<file path="src/pkg/dsp_pkg.sv">
package dsp_pkg;
	localparam int FRAME_BITS = 24;
	localparam int CMD_BITS = 8;
	localparam int ADDR_W = 5;
	localparam int DATA_W = 16;
	localparam logic [4:0] ADDR_RESET = 5'h00;
	localparam logic [1:0] OP_WRITE = 2'h0;
	localparam logic [1:0] OP_RSVD = 2'h1;
	localparam logic [1:0] OP_RSVD2 = 2'h2;
	localparam logic [1:0] OP_READ = 2'h3;
	// Command byte layout: addr[7:3], opcode[2:1], reserved[0]
	localparam int ADDR_MSB = 7;
	localparam int ADDR_LSB = 3;
	localparam int OP_MSB = 2;
	localparam int OP_LSB = 1;
	localparam logic [4:0] BIT_CNT_ZERO = 5'h00;
	localparam logic [4:0] BIT_CNT_LAST = 5'h17;
	localparam logic [4:0] BIT_CNT_CMD = 5'h07;
	localparam logic [4:0] BIT_CNT_ERR_OUT = 5'h07;

	typedef struct packed {
		logic [4:0] addr;
		logic [15:0] data;
	} dsp_word_t;
endpackage

</file>
<file path="src/dsp_spi_slave.sv">
// Behaviour
// - Slave only; serial clock always comes from the master.
// - Mode 0,0 or 1,1 picked from clock level at select fall.
// - Input bit sampled on each rising serial clock edge.
// - Output bit changes on each falling serial clock edge.
// - Select active starts driving output and zeroes bit counter.
// - Traffic handled in 24-bit units framed by select.
// - Error drives error bit low; held until select inactive.
// - Select inactive resets bit counter, output, NV pending flag and address pointer.
// - Clock and input ignored while select is inactive.
// - Power-on reset clears state machine and address pointer.
// - Five-bit location field selects one of 32 locations.
// - Frame is command byte with reserved bit, then data word.
// - High-voltage pin marks command HV; reads only normal.
// - HV input shares the latch pin; used for nonvolatile writes.
// - Output high for seven command bits, then error flag.
// - Non-multiple-of-24 frames: partial tail never executed, complete volatile units still written.
// - After error all commands ignored, output low until release.
// - Nonvolatile write starts only after full frame and release.
`timescale 1ns/1ns
`default_nettype none
module dsp_spi_slave #(
	parameter logic [4:0] NV_ADDR_MIN = 5'h10
) (
	input wire logic clk_sys,
	input wire logic rst_n,
	input wire logic sck,
	input wire logic cs_n,
	input wire logic sdi,
	input wire logic hv_program_pin,
	output logic sdo_o,
	output logic sdo_oe_n,
	output logic mode11_r,
	output logic [4:0] addr_ptr_r,
	output logic wr_strobe,
	output logic nv_start,
	output dsp_pkg::dsp_word_t wr_word_r,
	output logic hv_cmd_r,
	input wire logic [15:0] rd_data,
	input wire logic nv_busy,
	output logic command_error_flag
);
	////////////////////////////////////////////////////////////////
	// Two-flop synchronisers; only the second stage is read
	logic [1:0] sck_s, cs_s, sdi_s, hv_s;
	logic sck_q, cs_q;
	always_ff @(posedge clk_sys) begin
		if (!rst_n) begin
			sck_s <= 2'h0;
			cs_s <= 2'h3;
			sdi_s <= 2'h0;
			hv_s <= 2'h0;
			sck_q <= 1'h0;
			cs_q <= 1'h1;
		end else begin
			sck_s <= {sck_s[0], sck};
			cs_s <= {cs_s[0], cs_n};
			sdi_s <= {sdi_s[0], sdi};
			hv_s <= {hv_s[0], hv_program_pin};
			sck_q <= sck_s[1];
			cs_q <= cs_s[1];
		end
	end
	// Master clock is only observed, never produced
	wire logic sel = !cs_s[1];
	wire logic cs_fall = cs_q && !cs_s[1];
	wire logic cs_rise = !cs_q && cs_s[1];
	// Edges only count while selected
	wire logic rise = sel && !cs_fall && !sck_q && sck_s[1];
	wire logic fall = sel && !cs_fall && sck_q && !sck_s[1];

	function automatic logic cmd_valid(input logic [1:0] op,
		input logic hv);
		// Reserved opcodes and HV reads are invalid
		case (op)
			dsp_pkg::OP_WRITE: cmd_valid = 1'b1;
			dsp_pkg::OP_READ: cmd_valid = !hv;
			default: cmd_valid = 1'b0;
		endcase
	endfunction

	////////////////////////////////////////////////////////////////
	typedef enum logic [2:0] {
		DSP_IDLE = 3'b001,
		DSP_RUN = 3'b010,
		DSP_ERR = 3'b100
	} dsp_state_t;
	dsp_state_t st_r, st_nxt;
	logic [4:0] cnt_r, cnt_nxt;
	logic [23:0] sh_r, sh_nxt;
	logic [15:0] out_r, out_nxt;
	logic sdo_r, sdo_nxt, mode_nxt, hv_nxt, nvp_r, nvp_nxt;
	logic [4:0] addr_nxt;
	logic [1:0] op_r, op_nxt;
	dsp_pkg::dsp_word_t word_nxt;
	logic wr_nxt, nvs_nxt;
	logic wr_q, nvs_q;
	logic [23:0] sh_in;
	logic refuse_now;
	logic [4:0] addr7;

	always_comb begin
		st_nxt = st_r;
		cnt_nxt = cnt_r;
		sh_nxt = sh_r;
		out_nxt = out_r;
		sdo_nxt = sdo_r;
		mode_nxt = mode11_r;
		hv_nxt = hv_cmd_r;
		nvp_nxt = nvp_r;
		addr_nxt = addr_ptr_r;
		op_nxt = op_r;
		word_nxt = wr_word_r;
		wr_nxt = 1'b0;
		nvs_nxt = 1'b0;
		sh_in = {sh_r[22:0], sdi_s[1]};
		// Flag rides the reserved bit, so the first seven bits decide it
		addr7 = sh_r[dsp_pkg::ADDR_MSB - 1:dsp_pkg::ADDR_LSB - 1];
		// Any command after an NV write in one frame is refused as well
		refuse_now = !cmd_valid(
			sh_r[dsp_pkg::OP_MSB - 1:dsp_pkg::OP_LSB - 1], hv_s[1]) ||
			nvp_r || (nv_busy && addr7 >= NV_ADDR_MIN);
		case (st_r)
			DSP_IDLE: begin
				if (cs_fall) begin
					st_nxt = DSP_RUN;
					mode_nxt = sck_s[1];
					cnt_nxt = dsp_pkg::BIT_CNT_ZERO;
					sdo_nxt = 1'b1;
				end
			end
			DSP_RUN: begin
				if (rise) begin
					sh_nxt = sh_in;
					cnt_nxt = (cnt_r == dsp_pkg::BIT_CNT_LAST) ?
						dsp_pkg::BIT_CNT_ZERO : 5'(cnt_r + 5'h01);
					if (cnt_r == dsp_pkg::BIT_CNT_CMD) begin
						// Command byte complete
						addr_nxt = sh_in[dsp_pkg::ADDR_MSB:dsp_pkg::ADDR_LSB];
						op_nxt = sh_in[dsp_pkg::OP_MSB:dsp_pkg::OP_LSB];
						hv_nxt = hv_s[1];
						out_nxt = rd_data;
					end
					if (cnt_r == dsp_pkg::BIT_CNT_LAST &&
						op_r == dsp_pkg::OP_WRITE) begin
						// Executes only on a full 24th bit
						word_nxt.addr = addr_ptr_r;
						word_nxt.data = sh_in[15:0];
						if (addr_ptr_r >= NV_ADDR_MIN) begin
							nvp_nxt = 1'b1;
						end else begin
							wr_nxt = 1'b1;
						end
					end
				end
				if (fall) begin
					if (cnt_r == dsp_pkg::BIT_CNT_ERR_OUT) begin
						st_nxt = refuse_now ? DSP_ERR : DSP_RUN;
						sdo_nxt = !refuse_now; // high when valid
					end else if (cnt_r > dsp_pkg::BIT_CNT_CMD &&
						op_r == dsp_pkg::OP_READ) begin
						sdo_nxt = out_r[15];
						out_nxt = {out_r[14:0], 1'b0};
					end else begin
						sdo_nxt = 1'b1;
					end
				end
				if (cs_rise) begin
					// NV program only after whole frame and release
					nvs_nxt = nvp_r && cnt_r == dsp_pkg::BIT_CNT_ZERO;
					st_nxt = DSP_IDLE;
				end
			end
			DSP_ERR: begin
				if (fall) begin
					sdo_nxt = 1'b0;
				end
				if (cs_rise) begin
					st_nxt = DSP_IDLE;
				end
			end
			default: st_nxt = DSP_IDLE;
		endcase
		if (cs_rise) begin
			// Pointer, bit counter, NV pending and output reset on release
			addr_nxt = dsp_pkg::ADDR_RESET;
			cnt_nxt = dsp_pkg::BIT_CNT_ZERO;
			nvp_nxt = 1'b0;
			sdo_nxt = 1'b1;
		end
	end

	always_ff @(posedge clk_sys) begin
		if (!rst_n) begin
			st_r <= DSP_IDLE;
			cnt_r <= dsp_pkg::BIT_CNT_ZERO;
			sh_r <= 24'h000000;
			out_r <= 16'h0000;
			sdo_r <= 1'b1;
			mode11_r <= 1'b0;
			hv_cmd_r <= 1'b0;
			nvp_r <= 1'b0;
			addr_ptr_r <= dsp_pkg::ADDR_RESET;
			op_r <= dsp_pkg::OP_WRITE;
			wr_word_r <= '0;
			wr_q <= 1'b0;
			nvs_q <= 1'b0;
		end else begin
			st_r <= st_nxt;
			cnt_r <= cnt_nxt;
			sh_r <= sh_nxt;
			out_r <= out_nxt;
			sdo_r <= sdo_nxt;
			mode11_r <= mode_nxt;
			hv_cmd_r <= hv_nxt;
			nvp_r <= nvp_nxt;
			addr_ptr_r <= addr_nxt;
			op_r <= op_nxt;
			wr_word_r <= word_nxt;
			wr_q <= wr_nxt;
			nvs_q <= nvs_nxt;
		end
	end

	assign wr_strobe = wr_q;
	assign nv_start = nvs_q;
	assign sdo_o = sdo_r;
	// Driven only while selected, released otherwise
	assign sdo_oe_n = !sel;
	assign command_error_flag = (st_r != DSP_ERR);

	////////////////////////////////////////////////////////////////
	property p_err_low;
		@(posedge clk_sys) disable iff (!rst_n)
		(st_r == DSP_ERR && fall) |=> !sdo_o;
	endproperty
	a_err_low: assert property (p_err_low) else $error("err sdo high");

	property p_release;
		@(posedge clk_sys) disable iff (!rst_n)
		cs_rise |=> (addr_ptr_r == 5'h00 && cnt_r == 5'h00);
	endproperty
	a_release: assert property (p_release) else $error("no reset");

	property p_oe;
		@(posedge clk_sys) disable iff (!rst_n)
		(st_r == DSP_IDLE && !cs_fall) |-> sdo_oe_n;
	endproperty
	a_oe: assert property (p_oe) else $error("sdo driven idle");

	property p_mode;
		@(posedge clk_sys) disable iff (!rst_n)
		(st_r == DSP_IDLE && cs_fall) |=> mode11_r == $past(sck_s[1]);
	endproperty
	a_mode: assert property (p_mode) else $error("mode wrong");

	property p_cnt0;
		@(posedge clk_sys) disable iff (!rst_n)
		(st_r == DSP_IDLE && cs_fall) |=> cnt_r == 5'h00 && !sdo_oe_n;
	endproperty
	a_cnt0: assert property (p_cnt0) else $error("start wrong");

	property p_ignore;
		@(posedge clk_sys) disable iff (!rst_n)
		(cs_s[1] && cs_q) |=> $stable(cnt_r) && $stable(sh_r);
	endproperty
	a_ignore: assert property (p_ignore) else $error("idle activity");

	property p_nvstart;
		@(posedge clk_sys) disable iff (!rst_n)
		nv_start |-> $past(cs_rise) && $past(nvp_r);
	endproperty
	a_nvstart: assert property (p_nvstart) else $error("bad nv");

	property p_wr;
		@(posedge clk_sys) disable iff (!rst_n)
		wr_strobe |-> $past(cnt_r, 2) == 5'h17 && st_r != DSP_ERR;
	endproperty
	a_wr: assert property (p_wr) else $error("partial write");

	property p_hvread;
		@(posedge clk_sys) disable iff (!rst_n)
		(fall && st_r == DSP_RUN && cnt_r == 5'h07 && hv_s[1] &&
			sh_r[1:0] == 2'h3) |=> st_r == DSP_ERR;
	endproperty
	a_hvread: assert property (p_hvread) else $error("hv read ok");
endmodule
`default_nettype wire

</file>
<file path="config.mk">
export PLATFORM = sky130hd
export DESIGN_NAME = dsp_spi_slave
export DESIGN_NICKNAME = d
export VERILOG_FILES = /design/src/pkg/dsp_pkg.sv /design/src/dsp_spi_slave.sv
export SDC_FILE = /design/constraint.sdc
export NUM_CORES = 1
export LEC_CHECK = 0
export BUFFER_PORTS_ARGS = -buffer_cell sky130_fd_sc_hd__buf_2
export CORE_MARGIN = 3
export CORE_UTILIZATION = 50
export DETAILED_ROUTE_END_ITERATION = 7
export PLACE_DENSITY = 0.76
export SETUP_SLACK_MARGIN = 0.05
export SLEW_MARGIN = 20
export SYNTH_ARGS = -nofsm -noshare
export SYNTH_HDL_FRONTEND = slang
export SYNTH_SLANG_ARGS = --single-unit
</file>
<file path="constraint.sdc">
create_clock -name clk_sys -period 2 [get_ports clk_sys]
set_clock_uncertainty 0.15 [all_clocks]
set_input_delay 0.3 -clock clk_sys [delete_from_list [all_inputs] [get_ports clk_sys]]
set_output_delay 0.3 -clock clk_sys [all_outputs]
set_load 0.03 [all_outputs]
</file>
==> metrics.md <==
| Metric | Value |
|---|---|
| H-tree levels | `3` |
| Die height | `88.5 um` |
| Switching power of the nets | `0.781 mW` |
| Status | `finished, final reports clean` |
| Die Span X | `88.5 um` |
| Power consumption | `3.42 mW` |
| Total overflow reported by the global router | `0` |
| Total iterations of the first detailed-routing run | `5` |
| DRC errors left | `0` |
| Number of cells on the worst reg-to-reg path | `4` |
| Number of top-level design ports | `56` |
| Main flop type after synthesis | `sky130_fd_sc_hd__dfxtp_1` |
| Crit-path slowest cell | `sky130_fd_sc_hd__or4b_4` |
| Hold Path Class | `in2reg` |
| CP bufs+invs | `1` |
| Via density per instance | `5.47` |
| End of the worst hold path | `sck_s[0]` |
| Hold Crit Depth | `2` |
| First-pass GRT wire length | `12,500 um` |
| Setup Viol. Count Final | `0` |
| Register clock-pin slew on the reported worst setup and hold paths | `0.08 ns` |
| VDD IR max | `0.728 mV` |
| CTS sink cnt | `83` |
| Layout cells sized above 1 | `27.3%` |
| Vias in the first global route | `2,637` |
| Post-synth top area share | `48.9%` |
| Min setup slack post-route | `0.0569 ns` |
| Area delta synth->final | `25.0%` |
| Max Root-Sink Buffers | `2` |
| Cell leakage power | `1.85 nW` |
| Area after detailed placement | `3910 sq um` |
| Area contributors post-synth | `sky130_fd_sc_hd__dfxtp_1 49%, sky130_fd_sc_hd__mux2i_1 7.4%, sky130_fd_sc_hd__a21oi_1 6.5%, sky130_fd_sc_hd__nand2_1 5.1%, sky130_fd_sc_hd__nor2_1 4.7%` |
| Type of destination of the critical path | `flip-flop` |
| Internal reg-to-reg setup slack | `0.06 ns` |
| Post-route clock period utilization | `97.2%` |
| Internal portion of total power | `2.64 mW` |
| Hold slack | `0.0149 ns` |
| Fmax achieved | `515 MHz` |
| Switching share of total power | `22.8%` |
| Largest net degree at the start of global routing | `43` |
| Clock latency on the worst-skew pair | `0.34 ns` |
| Final Hold Violating Endpoints | `0` |
| Kind of start point of the critical path | `flip-flop` |
| Slew Limit Fails | `0` |
| Flops & latches, synth | `83` |
| Netlist area before placement | `3400 sq um` |
| Worst setup slack after placement | `0.0218 ns` |
| Fraction of synthesis flops using an asynchronous set or reset pin | `0%` |
| Clock tree root buffer cell | `sky130_fd_sc_hd__clkbuf_8` |
| GRT Total Usage | `20.2%` |
| # rows | `29` |
| Antenna violations before repair | `0` |
| Number of synthesized flops with an enable pin | `0` |
| Vias after detailed routing | `2,904` |
| Die area | `7820 sq um` |
| Distinct cell type count of the synthesized netlist | `46` |
| Detailed-route wire length | `7810 um` |
| Fraction of power consumed by the clock network | `41.7%` |
| Power share of the sequential group | `49.5%` |
| Number of clock buffers inserted by TritonCTS | `9` |
| Port Buffers | `55` |
| Worst Path Arrival | `2.03 ns` |
| Post-synthesis instance total | `377` |
| Power share of the combinational group | `8.7%` |
| Slew of the pin with the lowest slew margin | `0.449 ns` |
| Min cycle time layout | `1.94 ns` |
| Headroom to the max-slew limit | `70.0%` |
| Count of routing violations after the opening detailed-route iteration | `227` |
| Final standard cell area without fillers | `4250 sq um` |
| Initial Util | `52.6%` |
| Count of warnings emitted by yosys | `0` |
| Most common library cells after synthesis | `83 x sky130_fd_sc_hd__dfxtp_1, 46 x sky130_fd_sc_hd__nand2_1, 44 x sky130_fd_sc_hd__a21oi_1` |
| Proportion of synthesized chip area in sequential cells | `48.9%` |
| Cell taking the most area after synthesis | `sky130_fd_sc_hd__dfxtp_1` |
| Family of cells with the greatest summed delay on the critical path | `simple AND/OR/NAND/NOR gates` |
| Final-layout fill cell count | `539` |
| Worst-path cell chain | `or4b_4, or3_4, buf_6, o221a_2` |
| Power density normalized to cell area | `805 nW/um^2` |
| Start of the worst register-to-register path | `cs_s[1]` |
| Number of nets with antenna violations after detailed routing | `0` |
| Critical path class | `reg2reg` |
| TritonCTS clock tree | `yes` |
| Syn Area/Cell | `9.02 sq um` |
| Post-detail-place hpwl | `5300 um` |
| Number of antenna diodes | `0` |
| Standard cell core area | `6460 sq um` |
| Data required, critical path | `2.09 ns` |
| Unrepaired setup endpoints after global routing | `yes` |
| Average routed wire per standard cell | `14.7 um` |
| Total number of nets in the final design | `476` |
| Synthesized net count | `404` |
| Source of the worst hold timing path | `sck` |
| Max incr delay on CP | `0.52 ns` |
| Reg2Reg Capture Point | `out_r[5]` |
| Maximum fanout along the worst path | `8` |
| Max-capacitance violation count | `0` |
| Gp weighted congestion | `0.878` |
| Library cell with the highest instance count after synthesis | `sky130_fd_sc_hd__dfxtp_1` |
==> layout by cell type, fill, tap and decap left out, drive strengths merged, types with 2 or more instances in the layout <==
cell      count
buf          84
dfxtp        83
nand2        46
a21oi        44
nor2         43
mux2i        25
o21ai        21
o221a        15
and2         10
nand3        10
clkbuf       10
inv           7
nand2b        7
or3           4
ha            4
bufinv        3
nor4b         2
and4b         2
or4           2
nand3b        2
nand4b        2
clkinvlp      2
nor3b         2
clkinv        2
or4b          2
==> registers in the layout, indices dropped and copies added, names as in the netlist <==
signal / count
hv_s: 2
mode11_r: 1
wr_strobe: 1
hv_cmd_r: 1
nv_start: 1
st_r: 3
cs_s: 2
sdo_o: 1
wr_word_r: 21
sck_q: 1
addr_ptr_r: 5
nvp_r: 1
sh_r: 15
out_r: 16
cnt_r: 5
cs_q: 1
sdi_s: 2
sck_s: 2
op_r: 2
==> worst reg2reg max path, cell delays in order, from the launching register on <==
cell and delay, ns:
sky130_fd_sc_hd__dfxtp_4 0.37, sky130_fd_sc_hd__or4b_4 0.52, sky130_fd_sc_hd__or3_4 0.40, sky130_fd_sc_hd__buf_6 0.15, sky130_fd_sc_hd__o221a_2 0.24
==> logic make-up (layout without fill, tap and decap cells) <==
family	count (synthesis)	in the layout	share of synthesized area (%)
simple gates	141	141	20.6
compound gates	90	90	17.1
flops	83	83	48.9
buf+inv	32	109	3.97
mux	26	26	7.69
fa+ha+maj	4	4	1.47
xor+xnor	1	1	0.258
==> how the worst max path moves through the flow <==
stage,startpoint,end,cells past startpoint
after floorplan,cs_s[1],out_r[15],5
after global placement,cs_s[1],out_r[4],4
after detailed placement,cnt_r[0],out_r[4],6
after CTS,cnt_r[1],out_r[7],6
after global routing,cs_s[1],cnt_r[3],5
final,cs_s[1],out_r[5],4
==> layout make-up <==
class,count,area (sq um),share of cell area (%)
clock buffers,10,128,3.00
clock inverters,6,114,2.68
inverters,8,30.0,0.707
multi-input cells,262,1670,39.3
flip-flops and latches,83,1670,39.3
well taps,77,96.3,2.27
repair buffers,85,542,12.7
==> power by group through the flow <==
stage          Sequential (mW)  Combinational (mW)  Clock (mW)
3_5_place_dp              1.73               0.292           0
2_1_floorplan             1.73               0.183           0
6_report                  1.69               0.299        1.43
5_1_grt                   1.70               0.337        1.51
3_3_place_gp              1.73               0.290           0
4_1_cts                   1.69               0.295        1.45
==> repair_timing <==
| item | CTS | global route |
|---|---|---|
| hold buffers | 1 | 0 |
| resized for setup | 3 | 16 |
| setup endpoints to repair | 16 | 21 |
| setup buffers | 0 | 2 |
| gates cloned | 0 | 1 |
| hold endpoints to repair | 1 | 0 |
==> routing by layer <==
metal / vias up / track usage (%) / routed length (um)
met3: 8 / 3.35 / 325
met4: 0 / 7.14 / 82
met2: 74 / 31.1 / 3670
li1: 1464 / - / -
met5: - / 0 / 0
met1: 1358 / 28.8 / 3740
==> metrics by stage <==
stage | util [%] | instances | TNS [ns]
2_1_floorplan | - | 377 | -0.124
3_3_place_gp | 60.6 | 511 | 0
4_1_cts | 64.6 | 528 | 0
3_5_place_dp | 60.6 | 511 | 0
6_report | 65.8 | 531 | 0
5_1_grt | 65.8 | 531 | 0
Power figures use the tool's default switching activity.
